File: src/inc/spimsb_pkg.sv
// Summary of operation
// - data write loads tx buffer; read returns rx
// - only master role starts, by data write
// - master shifts eight bits msb first, exchanging
// - last bit copies shift register to rx, interrupts
// - master drives no slave select output
// - tx byte moves when shifter idle, else waits
// - pending flag until moved; rewrite replaces byte
// - master emits exactly eight clocks per byte
// - fastest rate one-third active, others half
// - slave tx byte waits for select asserted
// - slave shifts only on external clock edges
// - select released early aborts byte, no interrupt
// - each select assertion reloads tx buffer
// - slave runs in suspend; interrupt wakes chip
// - done flag set with interrupt; software clears
// - role field: off, master, slave, reserved
// - polarity bit sets clock idle level
// - rate field selects four master clock rates
// - role off or reserved releases pins; master drives sck and mosi, slave drives miso only
`default_nettype none
package spimsb_pkg;

    // ==========================================================
    // timing
    localparam int unsigned CLK_HZ = 40_000_000;
    localparam int unsigned RATE0_BPS = 2_000_000;
    localparam int unsigned RATE1_BPS = 1_000_000;
    localparam int unsigned RATE2_BPS = 500_000;
    localparam int unsigned RATE3_BPS = 62_500;
    localparam logic [9:0] PER0 = 10'(CLK_HZ / RATE0_BPS);
    localparam logic [9:0] PER1 = 10'(CLK_HZ / RATE1_BPS);
    localparam logic [9:0] PER2 = 10'(CLK_HZ / RATE2_BPS);
    localparam logic [9:0] PER3 = 10'(CLK_HZ / RATE3_BPS);
    // fastest rate: active level one third of the bit, rounded to nearest
    localparam logic [9:0] ACT0 = 10'((CLK_HZ / RATE0_BPS + 1) / 3);
    localparam logic [9:0] ACT1 = 10'(CLK_HZ / RATE1_BPS / 2);
    localparam logic [9:0] ACT2 = 10'(CLK_HZ / RATE2_BPS / 2);
    localparam logic [9:0] ACT3 = 10'(CLK_HZ / RATE3_BPS / 2);
    localparam logic [2:0] LAST_BIT = 3'h7;

    // ==========================================================
    // register map
    localparam int unsigned ADDR_W = 12;
    localparam logic [9:0] DATA_IDX = 10'h060;
    localparam logic [9:0] CTRL_IDX = 10'h061;
    localparam logic [ADDR_W-1:0] DATA_ADDR = {DATA_IDX, 2'h0};
    localparam logic [ADDR_W-1:0] CTRL_ADDR = {CTRL_IDX, 2'h0};
    localparam logic [7:0] DATA_RST = 8'h00;
    localparam logic [7:0] CTRL_RST = 8'h00;
    localparam int unsigned FLAG_BIT = 7;
    localparam int unsigned PEND_BIT = 6;
    localparam int unsigned ROLE_HI = 5;
    localparam int unsigned ROLE_LO = 4;
    localparam int unsigned POL_BIT = 3;
    localparam int unsigned PHA_BIT = 2;
    localparam int unsigned RATE_HI = 1;
    localparam int unsigned RATE_LO = 0;
    localparam logic [1:0] RESP_OKAY = 2'h0;
    localparam logic [1:0] RESP_SLVERR = 2'h2;

    // ==========================================================
    // types
    typedef enum logic [1:0] {ROLE_OFF, ROLE_MASTER, ROLE_SLAVE, ROLE_RSVD} spimsb_role_e;
    typedef enum logic [1:0] {M_IDLE, M_QUIET, M_ACTIVE} spimsb_mst_e;

    typedef struct packed {
        logic sck;
        logic mosi;
        logic miso;
    } spimsb_pad_s;

    typedef struct packed {
        spimsb_role_e role;
        logic pol;
        logic pha;
        logic [1:0] rate;
    } spimsb_ctrl_s;

endpackage
`default_nettype wire

File: src/spimsb_sync.sv
`default_nettype none
module spimsb_sync #(
    parameter logic RST_VAL = 1'h0
) (
    // clock and reset
    input wire logic aclk,
    input wire logic aresetn,
    // level in and out
    input wire logic d,
    output logic q
);

    // ==========================================================
    // two-flop synchroniser; meta feeds only q
    logic meta;

    always_ff @(posedge aclk) begin
        if (!aresetn) begin
            meta <= RST_VAL;
            q <= RST_VAL;
        end else begin
            meta <= d;
            q <= meta;
        end
    end

endmodule
`default_nettype wire

File: src/spimsb_top.sv
// The AXI4-Lite slave port was decided locally.
`default_nettype none
module spimsb_top (
    // clock and reset
    input wire logic aclk,
    input wire logic aresetn,
    // axi4-lite write address
    input wire logic [spimsb_pkg::ADDR_W-1:0] s_axi_awaddr,
    input wire logic s_axi_awvalid,
    output logic s_axi_awready,
    // axi4-lite write data
    input wire logic [31:0] s_axi_wdata,
    input wire logic [3:0] s_axi_wstrb,
    input wire logic s_axi_wvalid,
    output logic s_axi_wready,
    // axi4-lite write response
    output logic [1:0] s_axi_bresp,
    output logic s_axi_bvalid,
    input wire logic s_axi_bready,
    // axi4-lite read address
    input wire logic [spimsb_pkg::ADDR_W-1:0] s_axi_araddr,
    input wire logic s_axi_arvalid,
    output logic s_axi_arready,
    // axi4-lite read data
    output logic [31:0] s_axi_rdata,
    output logic [1:0] s_axi_rresp,
    output logic s_axi_rvalid,
    input wire logic s_axi_rready,
    // serial pins in
    input wire logic sck_i,
    input wire logic mosi_i,
    input wire logic miso_i,
    input wire logic ss_n_i,
    // serial pins out
    output spimsb_pkg::spimsb_pad_s pad_o,
    output spimsb_pkg::spimsb_pad_s pad_oe,
    // end-of-byte request
    output logic irq
);

    import spimsb_pkg::*;

    // ==========================================================
    // state
    spimsb_ctrl_s ctrl;
    logic flag;
    logic pending;
    logic [7:0] tx_buf;
    logic [7:0] rx_buf;
    logic [7:0] sreg;
    logic [2:0] bitcnt;
    logic busy;
    logic samp;
    logic dout;
    spimsb_mst_e mstate;
    logic [9:0] cnt;
    logic sck_q;
    spimsb_pad_s oe_q;
    logic irq_q;

    logic sck_s;
    logic mosi_s;
    logic miso_s;
    logic ss_n_s;
    logic sck_d;
    logic ss_n_d;

    logic wr_rdy;
    logic bvalid;
    logic [1:0] bresp;
    logic ar_rdy;
    logic rvalid;
    logic [1:0] rresp;
    logic [31:0] rdata;

    // ==========================================================
    // pin synchronisers
    spimsb_sync #(.RST_VAL(1'h0)) u_sync_sck (
        .aclk(aclk),
        .aresetn(aresetn),
        .d(sck_i),
        .q(sck_s)
    );

    spimsb_sync #(.RST_VAL(1'h0)) u_sync_mosi (
        .aclk(aclk),
        .aresetn(aresetn),
        .d(mosi_i),
        .q(mosi_s)
    );

    spimsb_sync #(.RST_VAL(1'h0)) u_sync_miso (
        .aclk(aclk),
        .aresetn(aresetn),
        .d(miso_i),
        .q(miso_s)
    );

    // select resets high so release of reset is no false assertion
    spimsb_sync #(.RST_VAL(1'h1)) u_sync_ss (
        .aclk(aclk),
        .aresetn(aresetn),
        .d(ss_n_i),
        .q(ss_n_s)
    );

    always_ff @(posedge aclk) begin
        if (!aresetn) begin
            sck_d <= 1'h0;
            ss_n_d <= 1'h1;
        end else begin
            sck_d <= sck_s;
            ss_n_d <= ss_n_s;
        end
    end

    // ==========================================================
    // bus decode
    wire wr_go = wr_rdy && s_axi_awvalid && s_axi_wvalid;
    wire wr_data_hit = s_axi_awaddr == DATA_ADDR;
    wire wr_ctrl_hit = s_axi_awaddr == CTRL_ADDR;
    wire data_wr = wr_go && wr_data_hit && s_axi_wstrb[0];
    wire ctrl_wr = wr_go && wr_ctrl_hit && s_axi_wstrb[0];
    wire rd_go = ar_rdy && s_axi_arvalid;
    wire rd_data_hit = s_axi_araddr == DATA_ADDR;
    wire rd_ctrl_hit = s_axi_araddr == CTRL_ADDR;
    wire [7:0] ctrl_view = {flag, pending, ctrl.role, ctrl.pol, ctrl.pha, ctrl.rate};
    wire [7:0] rd_byte = rd_data_hit ? rx_buf : (rd_ctrl_hit ? ctrl_view : 8'h00);

    // ==========================================================
    // role and event decode
    wire m_mode = ctrl.role == ROLE_MASTER;
    wire s_mode = ctrl.role == ROLE_SLAVE;
    wire ss_act = s_mode && !ss_n_s;
    wire ss_start = ss_act && ss_n_d;
    wire run_ok = m_mode || ss_act;

    // slave edges judged against the idle level
    wire sck_act = sck_s ^ ctrl.pol;
    wire sck_act_d = sck_d ^ ctrl.pol;
    wire s_lead = ss_act && busy && sck_act && !sck_act_d;
    wire s_trail = ss_act && busy && !sck_act && sck_act_d;
    wire m_lead = m_mode && mstate == M_QUIET && cnt == 10'h000;
    wire m_trail = m_mode && mstate == M_ACTIVE && cnt == 10'h000;
    wire lead_ev = m_lead || s_lead;
    wire trail_ev = m_trail || s_trail;
    wire done_ev = trail_ev && bitcnt == LAST_BIT;

    wire rx_in = m_mode ? miso_s : mosi_s;
    wire shift_in = ctrl.pha ? rx_in : samp;
    wire [7:0] next_sreg = {sreg[6:0], shift_in};

    // shifter takes the buffer only when idle; slave also on each select
    wire load_ev = run_ok && (ss_start || (pending && !busy));

    // ==========================================================
    // master clock timing
    wire [9:0] per_sel = ctrl.rate == 2'h0 ? PER0 :
                         ctrl.rate == 2'h1 ? PER1 :
                         ctrl.rate == 2'h2 ? PER2 : PER3;
    wire [9:0] act_sel = ctrl.rate == 2'h0 ? ACT0 :
                         ctrl.rate == 2'h1 ? ACT1 :
                         ctrl.rate == 2'h2 ? ACT2 : ACT3;
    wire [9:0] quiet_sel = per_sel - act_sel;

    spimsb_mst_e next_mstate;
    logic [9:0] next_cnt;

    always_comb begin
        next_mstate = mstate;
        next_cnt = cnt;
        if (!m_mode) begin
            next_mstate = M_IDLE;
            next_cnt = 10'h000;
        end else begin
            unique case (mstate)
                M_IDLE: begin
                    if (load_ev) begin
                        next_mstate = M_QUIET;
                        next_cnt = quiet_sel - 10'h001;
                    end
                end
                M_QUIET: begin
                    if (cnt == 10'h000) begin
                        next_mstate = M_ACTIVE;
                        next_cnt = act_sel - 10'h001;
                    end else begin
                        next_cnt = cnt - 10'h001;
                    end
                end
                M_ACTIVE: begin
                    if (cnt != 10'h000) begin
                        next_cnt = cnt - 10'h001;
                    end else if (bitcnt == LAST_BIT) begin
                        next_mstate = M_IDLE;
                    end else begin
                        next_mstate = M_QUIET;
                        next_cnt = quiet_sel - 10'h001;
                    end
                end
                default: begin
                    next_mstate = M_IDLE;
                    next_cnt = 10'h000;
                end
            endcase
        end
    end

    wire next_sck = ctrl.pol ^ (next_mstate == M_ACTIVE);

    always_ff @(posedge aclk) begin
        if (!aresetn) begin
            mstate <= M_IDLE;
            cnt <= 10'h000;
            sck_q <= 1'h0;
        end else begin
            mstate <= next_mstate;
            cnt <= next_cnt;
            sck_q <= next_sck;
        end
    end

    // ==========================================================
    // shift datapath
    always_ff @(posedge aclk) begin
        if (!aresetn) begin
            sreg <= DATA_RST;
            bitcnt <= 3'h0;
            busy <= 1'h0;
            samp <= 1'h0;
            dout <= 1'h0;
        end else if (!run_ok) begin
            // select released or role left: byte is dropped
            busy <= 1'h0;
            bitcnt <= 3'h0;
        end else if (load_ev) begin
            sreg <= tx_buf;
            busy <= 1'h1;
            bitcnt <= 3'h0;
            if (!ctrl.pha) begin
                dout <= tx_buf[7];
            end
        end else if (lead_ev) begin
            if (!ctrl.pha) begin
                samp <= rx_in;
            end else begin
                dout <= sreg[7];
            end
        end else if (trail_ev) begin
            sreg <= next_sreg;
            bitcnt <= bitcnt + 3'h1;
            if (!ctrl.pha) begin
                dout <= sreg[6];
            end
            if (done_ev) begin
                busy <= 1'h0;
            end
        end
    end

    // ==========================================================
    // transmit buffer
    always_ff @(posedge aclk) begin
        if (!aresetn) begin
            tx_buf <= DATA_RST;
            pending <= 1'h0;
        end else if (data_wr) begin
            // a new write always wins, even over a move this cycle
            tx_buf <= s_axi_wdata[7:0];
            pending <= 1'h1;
        end else if (load_ev) begin
            pending <= 1'h0;
        end
    end

    // ==========================================================
    // receive buffer, done flag and request
    // an unread byte is simply overwritten
    always_ff @(posedge aclk) begin
        if (!aresetn) begin
            rx_buf <= DATA_RST;
            flag <= 1'h0;
            irq_q <= 1'h0;
        end else begin
            if (done_ev) begin
                rx_buf <= next_sreg;
            end
            if (done_ev) begin
                flag <= 1'h1;
            end else if (ctrl_wr && !s_axi_wdata[FLAG_BIT]) begin
                flag <= 1'h0;
            end
            // no suspend gating: the slave path stays live to wake the chip
            irq_q <= done_ev;
        end
    end

    // ==========================================================
    // control register
    always_ff @(posedge aclk) begin
        if (!aresetn) begin
            ctrl <= spimsb_ctrl_s'(CTRL_RST[5:0]);
        end else if (ctrl_wr) begin
            ctrl.role <= spimsb_role_e'(s_axi_wdata[ROLE_HI:ROLE_LO]);
            ctrl.pol <= s_axi_wdata[POL_BIT];
            ctrl.pha <= s_axi_wdata[PHA_BIT];
            ctrl.rate <= s_axi_wdata[RATE_HI:RATE_LO];
        end
    end

    // ==========================================================
    // pin drive: no select output exists in master role
    always_ff @(posedge aclk) begin
        if (!aresetn) begin
            oe_q <= '0;
        end else begin
            oe_q.sck <= m_mode;
            oe_q.mosi <= m_mode;
            oe_q.miso <= s_mode;
        end
    end

    assign pad_o.sck = sck_q;
    assign pad_o.mosi = dout;
    assign pad_o.miso = dout;
    assign pad_oe = oe_q;
    assign irq = irq_q;

    // ==========================================================
    // axi4-lite write channel
    // address and data are taken together so neither can run ahead
    always_ff @(posedge aclk) begin
        if (!aresetn) begin
            wr_rdy <= 1'h0;
            bvalid <= 1'h0;
            bresp <= RESP_OKAY;
        end else begin
            wr_rdy <= !wr_rdy && !bvalid && s_axi_awvalid && s_axi_wvalid;
            if (wr_go) begin
                bvalid <= 1'h1;
                bresp <= (wr_data_hit || wr_ctrl_hit) ? RESP_OKAY : RESP_SLVERR;
            end else if (s_axi_bready) begin
                bvalid <= 1'h0;
            end
        end
    end

    assign s_axi_awready = wr_rdy;
    assign s_axi_wready = wr_rdy;
    assign s_axi_bvalid = bvalid;
    assign s_axi_bresp = bresp;

    // ==========================================================
    // axi4-lite read channel
    always_ff @(posedge aclk) begin
        if (!aresetn) begin
            ar_rdy <= 1'h0;
            rvalid <= 1'h0;
            rresp <= RESP_OKAY;
            rdata <= 32'h0000_0000;
        end else begin
            ar_rdy <= !ar_rdy && !rvalid && s_axi_arvalid;
            if (rd_go) begin
                rvalid <= 1'h1;
                rdata <= {24'h00_0000, rd_byte};
                rresp <= (rd_data_hit || rd_ctrl_hit) ? RESP_OKAY : RESP_SLVERR;
            end else if (s_axi_rready) begin
                rvalid <= 1'h0;
            end
        end
    end

    assign s_axi_arready = ar_rdy;
    assign s_axi_rvalid = rvalid;
    assign s_axi_rresp = rresp;
    assign s_axi_rdata = rdata;

endmodule
`default_nettype wire

File: config.mk
export PLATFORM = sky130hd
export DESIGN_NAME = spimsb_top
export DESIGN_NICKNAME = d
export VERILOG_FILES = /design/src/inc/spimsb_pkg.sv /design/src/spimsb_sync.sv /design/src/spimsb_top.sv
export SDC_FILE = /design/constraint.sdc
export NUM_CORES = 1
export LEC_CHECK = 0
export BUFFER_PORTS_ARGS = -buffer_cell sky130_fd_sc_hd__buf_2
export CAP_MARGIN = 20
export CORE_MARGIN = 5
export CORE_UTILIZATION = 52
export DETAILED_ROUTE_END_ITERATION = 16
export PLACE_DENSITY_LB_ADDON = 0.25
export SYNTH_ARGS = -nofsm -noshare
export SYNTH_HDL_FRONTEND = slang
export SYNTH_SLANG_ARGS = --single-unit
File: constraint.sdc
create_clock -name aclk -period 2.9 [get_ports aclk]
set_clock_uncertainty 0.15 [all_clocks]
set_input_delay 0 -clock aclk [delete_from_list [all_inputs] [get_ports aclk]]
set_output_delay 0 -clock aclk [all_outputs]
set_load 0.01 [all_outputs]
Word-level counts from Yosys, hierarchy flattened
Index checks and enable logic that the tools add are counted.
Widths: inputs -> output; s select.
{"block": "totals", "ff_bits": 80, "input_bits": 71, "out_inout_bits": 48, "word_cells": 173}
{"block": "classes", "add_sub_neg": 5, "eq_ne": 18, "n_mux": 44, "bitwise_logic": 8, "n_reduce_logical": 62}
{"op": "$mux 10", "n": 7}
{"op": "$eq 12x9->1 const B", "n": 4}
{"op": "$mux 8", "n": 5}
{"op": "$pmux 10 s3", "n": 1}
{"op": "$logic_and 1x1->1", "n": 27}
{"op": "$mux 9", "n": 3}
{"op": "$mux 1", "n": 21}
{"op": "$sub 10x1->10 const B", "n": 2}
{"op": "$mux 2", "n": 6}
{"op": "$reduce_bool 2->1", "n": 6}
{"op": "$logic_not 10->1", "n": 1}
{"op": "$reduce_bool 10->1", "n": 1}
{"op": "$sub 10x9->10", "n": 1}
{"op": "$sub 9x1->10 const B", "n": 1}
{"op": "$logic_not 1->1", "n": 9}
{"op": "$eq 2x2->1 const B", "n": 4}
{"op": "$reduce_and 2->1", "n": 4}
{"op": "$eq 2x1->1 const B", "n": 3}
{"op": "$logic_or 1x1->1", "n": 6}
{"op": "$ne 3x2->1 const B", "n": 2}
{"op": "$pmux 2 s3", "n": 1}
{"op": "$reduce_and 3->1", "n": 2}
{"op": "$not 1->1", "n": 5}
{"op": "$reduce_and 5->1", "n": 1}
{"op": "10 further kinds", "n": 14}

Logic depth before layout (Yosys ltp)
{"block": "logic_depth", "ltp_word": 11, "depth_mapped": 8, "depth_no_buf": 8}

Modules after synthesis
From an unflattened synthesis, not the netlist that was laid out.
{"block": "unflattened", "hier_cells": 470, "hier_area_um2": 4088.9}
{"mod": "spimsb_top", "n_inst": 1, "cells_each": 454, "area_per_inst_um2": 3878.7, "seq_area_each_um2": 1401.3}
{"mod": "spimsb_sync", "n_inst": 4, "cells_each": 4, "area_per_inst_um2": 52.6, "seq_area_each_um2": 40.0}

Worst setup path before layout
No wires, ideal clock.
{"block": "synth_path", "path_type": "flip-flop to flip-flop", "from": "register cnt[0]", "to": "register dout", "setup_time_ns": 0.122, "t_arrival_ns": 1.948, "slack_ns": 0.681, "stages_incl_launch_ff": 9, "n_path_buf": 1, "path_cell_list": "dfxtp_1 -> inv_1 -> ha_1 -> or3b_4 -> buf_6 -> nor3_4 -> a31o_4 -> mux2i_1 -> o31ai_2"}
{"block": "synth_between", "elab_chain_len": 5, "word_cells_on_any_way": 11, "classes_between": "2 x eq/ne; 2 x mux; 7 x reduce/logical"}
{"element": "start: declaration", "line_no": "spimsb_top.sv:56", "text": "logic [9:0] cnt;"}
{"element": "start signal: assignment", "line_no": "spimsb_top.sv:218", "text": "cnt <= next_cnt;"}
{"element": "$logic_not 10->1 (*)", "line_no": "spimsb_top.sv:143, spimsb_top.sv:144"}
{"element": "$logic_and 1x1->1, on equally long branches", "line_no": "spimsb_top.sv:143, spimsb_top.sv:144"}
{"element": "$logic_or 1x1->1, on equally long branches", "line_no": "spimsb_top.sv:145, spimsb_top.sv:146"}
{"element": "$ne 3x3->1 (no source line) (tied with other cells)"}
{"element": "$reduce_and 5->1 (no source line) or $mux 1 (tied branches)"}
{"element": "end signal: assignment", "line_no": "spimsb_top.sv:241", "text": "dout <= tx_buf[7];"}
{"element": "end signal: assignment", "line_no": "spimsb_top.sv:247", "text": "dout <= sreg[7];"}
{"element": "end signal: assignment", "line_no": "spimsb_top.sv:253", "text": "dout <= sreg[6];"}
{"element": "end: declaration", "line_no": "spimsb_top.sv:54", "text": "logic dout;"}
Every way passes the cells marked *; elsewhere a longest branch is shown, timed or not.
A chain may end at the register's enable or synchronous reset.

Worst setup path in the final report
{"block": "layout_path", "from": "register cnt[0]", "to": "register cnt[4]"}
{"block": "layout_between", "elab_chain_len": 3, "word_cells_on_any_way": 8, "classes_between": "1 x add/sub; 1 x eq/ne; 3 x mux; 3 x reduce/logical"}
{"element": "$sub 10x1->10 (tied with other cells)", "line_no": "spimsb_top.sv:188, spimsb_top.sv:193"}
{"element": "$mux 10 (tied with other cells)", "line_no": "spimsb_top.sv:192", "text": "if (cnt != 10'h000) begin"}
{"element": "$pmux 10 s3 or $reduce_and 2->1 (tied branches)"}
Parallel ways exist; a longest one is shown, timed or not.

==> impl_metrics.env <==
export IMPL_dr_first_iter_drc_count=221
export IMPL_seq_area_frac_synth_pct=38.1
export IMPL_grt_pass1_wl_um=16600
export IMPL_cap_violations=0
export IMPL_drv_slew=0
export IMPL_status="completed"
export IMPL_clkTransAtPathRegs_ns=0.09
export IMPL_areaGrowthSynthToFinish_pct=17.5
export IMPL_p_leak_nw=2.06
export IMPL_startpoint_type="flip-flop"
export IMPL_insertion_delay_ns=0.35
export IMPL_first_pass_iters=5
export IMPL_antenna_found_initial=0
export IMPL_cp_end_kind="flip-flop"
export IMPL_crit_family="compound AO/OA/AOI/OAI gates"
export IMPL_cts_buffers=9
export IMPL_fin_crit_sh_pct=92.4
export IMPL_final_cells=667
export IMPL_critPathKind="reg2reg"
export IMPL_synthesis_area_um2=4090
export IMPL_period_needed_ns=2.68
export IMPL_critPathBufInv=1
export IMPL_num_rows=32
export IMPL_finalSetupViolCount=0
export IMPL_fmax_ghz=0.373
export IMPL_grt_max_degree=27
export IMPL_synth_seq_cells=78
export IMPL_cp_max_fo=7
export IMPL_synth_top_cell_area_share_pct=38.1
export IMPL_cts_max_level=3
export IMPL_num_antenna_cells=0
export IMPL_wirelength_um=10000
export IMPL_drive_gt1_share_pct=17.3
export IMPL_drc_errors=0
export IMPL_crit_path_max_incr_delay_ns=0.62
export IMPL_clockBufferDepth=2
export IMPL_arrival_ns=2.74
export IMPL_mostFrequentLayoutCells="dfxtp_1, buf_2, nor2_1, nand2_1, a21oi_1"
export IMPL_die_y_um=98.7
export IMPL_fp_coreArea_um2=7690
export IMPL_power_density_nw_per_um2=426
export IMPL_yosysWarnings=0
export IMPL_tightestPinTransition_ns=0.796
export IMPL_cts_root_buffer="clkbuf_8"
export IMPL_initial_utilization_pct=53.3
export IMPL_vias=3707
export IMPL_via_per_inst=5.56
export IMPL_place_gp_congestion=0.922
export IMPL_yosysTopAreaCell="dfxtp_1"
export IMPL_drtAntennaViolNets=0
export IMPL_syn_inst=482
export IMPL_tns_ns=0
export IMPL_port_buffers=65
export IMPL_final_common_cell="dfxtp_1"
export IMPL_boundaryPins=119
export IMPL_synth_distinct_cells=62
export IMPL_die_w_um=98.7
export IMPL_dp_hpwl_um=7140
export IMPL_async_flop_share_pct=0
export IMPL_fillers=705
export IMPL_cp_cell_sequence="inv_1 > ha_1 > or3b_4 > o31ai_1 > o22ai_1 > a211oi_1 > a21oi_1"
export IMPL_wire_per_inst_um=15.0
export IMPL_nets=643
export IMPL_ir_drop_v=0.000281
export IMPL_gr_usage_all_layers_pct=20.8
export IMPL_place_inst=625
export IMPL_rsz0062_at_grt="no"
export IMPL_clock_sinks=78
export IMPL_avgSynthCellArea_um2=8.49
export IMPL_total_power_w=0.00205
export IMPL_cts_tree="built"
export IMPL_synth_area_top_cells="dfxtp_1, mux2i_1, buf_4"
export IMPL_max_slew_margin_pct=46.9
export IMPL_synth_edf_count=0
export IMPL_holdCritPathClass="in2reg"
export IMPL_hold_violations=0
export IMPL_synth_ff_type="dfxtp_1"
export IMPL_post_cts_buffers=0
export IMPL_grt_pass1_vias=3580
export IMPL_dieArea_um2=9750
export IMPL_cp_slowest_cell="o31ai_1"
export IMPL_cp_required_ns=2.96
export IMPL_globalRoute_totalOverflow=0
## tightest hold or removal path: cells and delay by family
family                 cells  cell delay [ns]
AND/OR/NAND/NOR            2             0.15
AO/OA/AOI/OAI              1             0.04
buffers and inverters      1             0.18
multiplexers               1             0.14
## synth_stat cells (7+ instances only)
library cell   n
dfxtp_1       78
mux2i_1       27
nor3_1         7
nand3_1       13
nand2_1       42
buf_4         32
ha_1          12
o21ai_0       16
clkbuf_1      15
a311oi_1       9
inv_1         11
and2_1         7
a21oi_1       38
nor2_1        64
## routing by layer
metal	global-route usage (%)	wire length, um	vias to the layer above
met5	0	0	-
met4	5.99	156	0
met3	4.53	660	20
met2	35.6	4890	147
met1	26.2	4330	1723
li1	-	-	1817
## flip-flops by register name, indices dropped and copies added (netlist names), 2 cells and up
name	count
rx_buf	8
pad_oe	2
bitcnt	3
sreg	8
mstate	2
s_axi_rdata	8
ctrl	6
cnt	10
tx_buf	8
## final timing paths
| check | from | endpoint | slack [ns] | cells after the start |
|---|---|---|---|---|
| worst min register to register | u_sync_ss.meta$_SDFF_PN1_ | u_sync_ss.q$_SDFF_PN1_ | 0.27 | 1 |
| worst max register to register | cnt[0]$_SDFFE_PN0P_ | cnt[4]$_SDFFE_PN0P_ | 0.22 | 7 |
| worst max-delay path | cnt[0]$_SDFFE_PN0P_ | cnt[4]$_SDFFE_PN0P_ | 0.22 | 7 |
| worst min-delay path | s_axi_araddr[2] | s_axi_rdata[1]$_SDFFE_PN0P_ | 0.04 | 5 |
## cell families after synthesis
kind of cell / count (synthesis) / share of synthesized area (%)
AND/OR/NAND/NOR: 186 / 23.1
AO/OA/AOI/OAI: 103 / 16.9
flip-flops: 78 / 38.1
buffers and inverters: 65 / 9.35
multiplexers: 27 / 6.60
adder cells (fa/ha/maj): 12 / 3.67
XOR/XNOR: 10 / 2.14
other: 1 / 0.0916
## where the power goes
group,total [W],internal [W],switching (W)
clock network,0.000853,0.000431,0.000422
logic,0.000111,0.0000565,0.0000546
registers,0.00108,0.00108,0.00000459
## metrics by stage
step / setup slack [ns] / cell area, um^2 / utilization (%) / hold WS (ns)
2_1_floorplan: 0.681 / 4190 / - / -0.0769
3_3_place_gp: 0.286 / 4340 / 56.4 / 0.0346
3_5_place_dp: 0.294 / 4340 / 56.4 / 0.0354
4_1_cts: 0.259 / 4800 / 62.5 / 0.0320
5_1_grt: 0.101 / 4810 / 62.6 / 0.0635
6_report: 0.221 / 4810 / 62.6 / 0.0401
## layout make-up
class | instances | area, um^2 | share of cell area, %
multi-input combinational | 364 | 2250 | 46.8
sequential | 78 | 1560 | 32.5
timing repair buffer | 96 | 623 | 13.0
clock buffer | 11 | 141 | 2.94
tap | 102 | 128 | 2.65
clock inverter | 5 | 63.8 | 1.33
inverter | 11 | 41.3 | 0.858
## repair_timing
action                                 CTS  global route
setup endpoints to repair                0             4
hold buffers                            26             0
gates resized for setup                  0             1
endpoints found under the hold margin   32             0
Power figures use the tool's default switching activity.
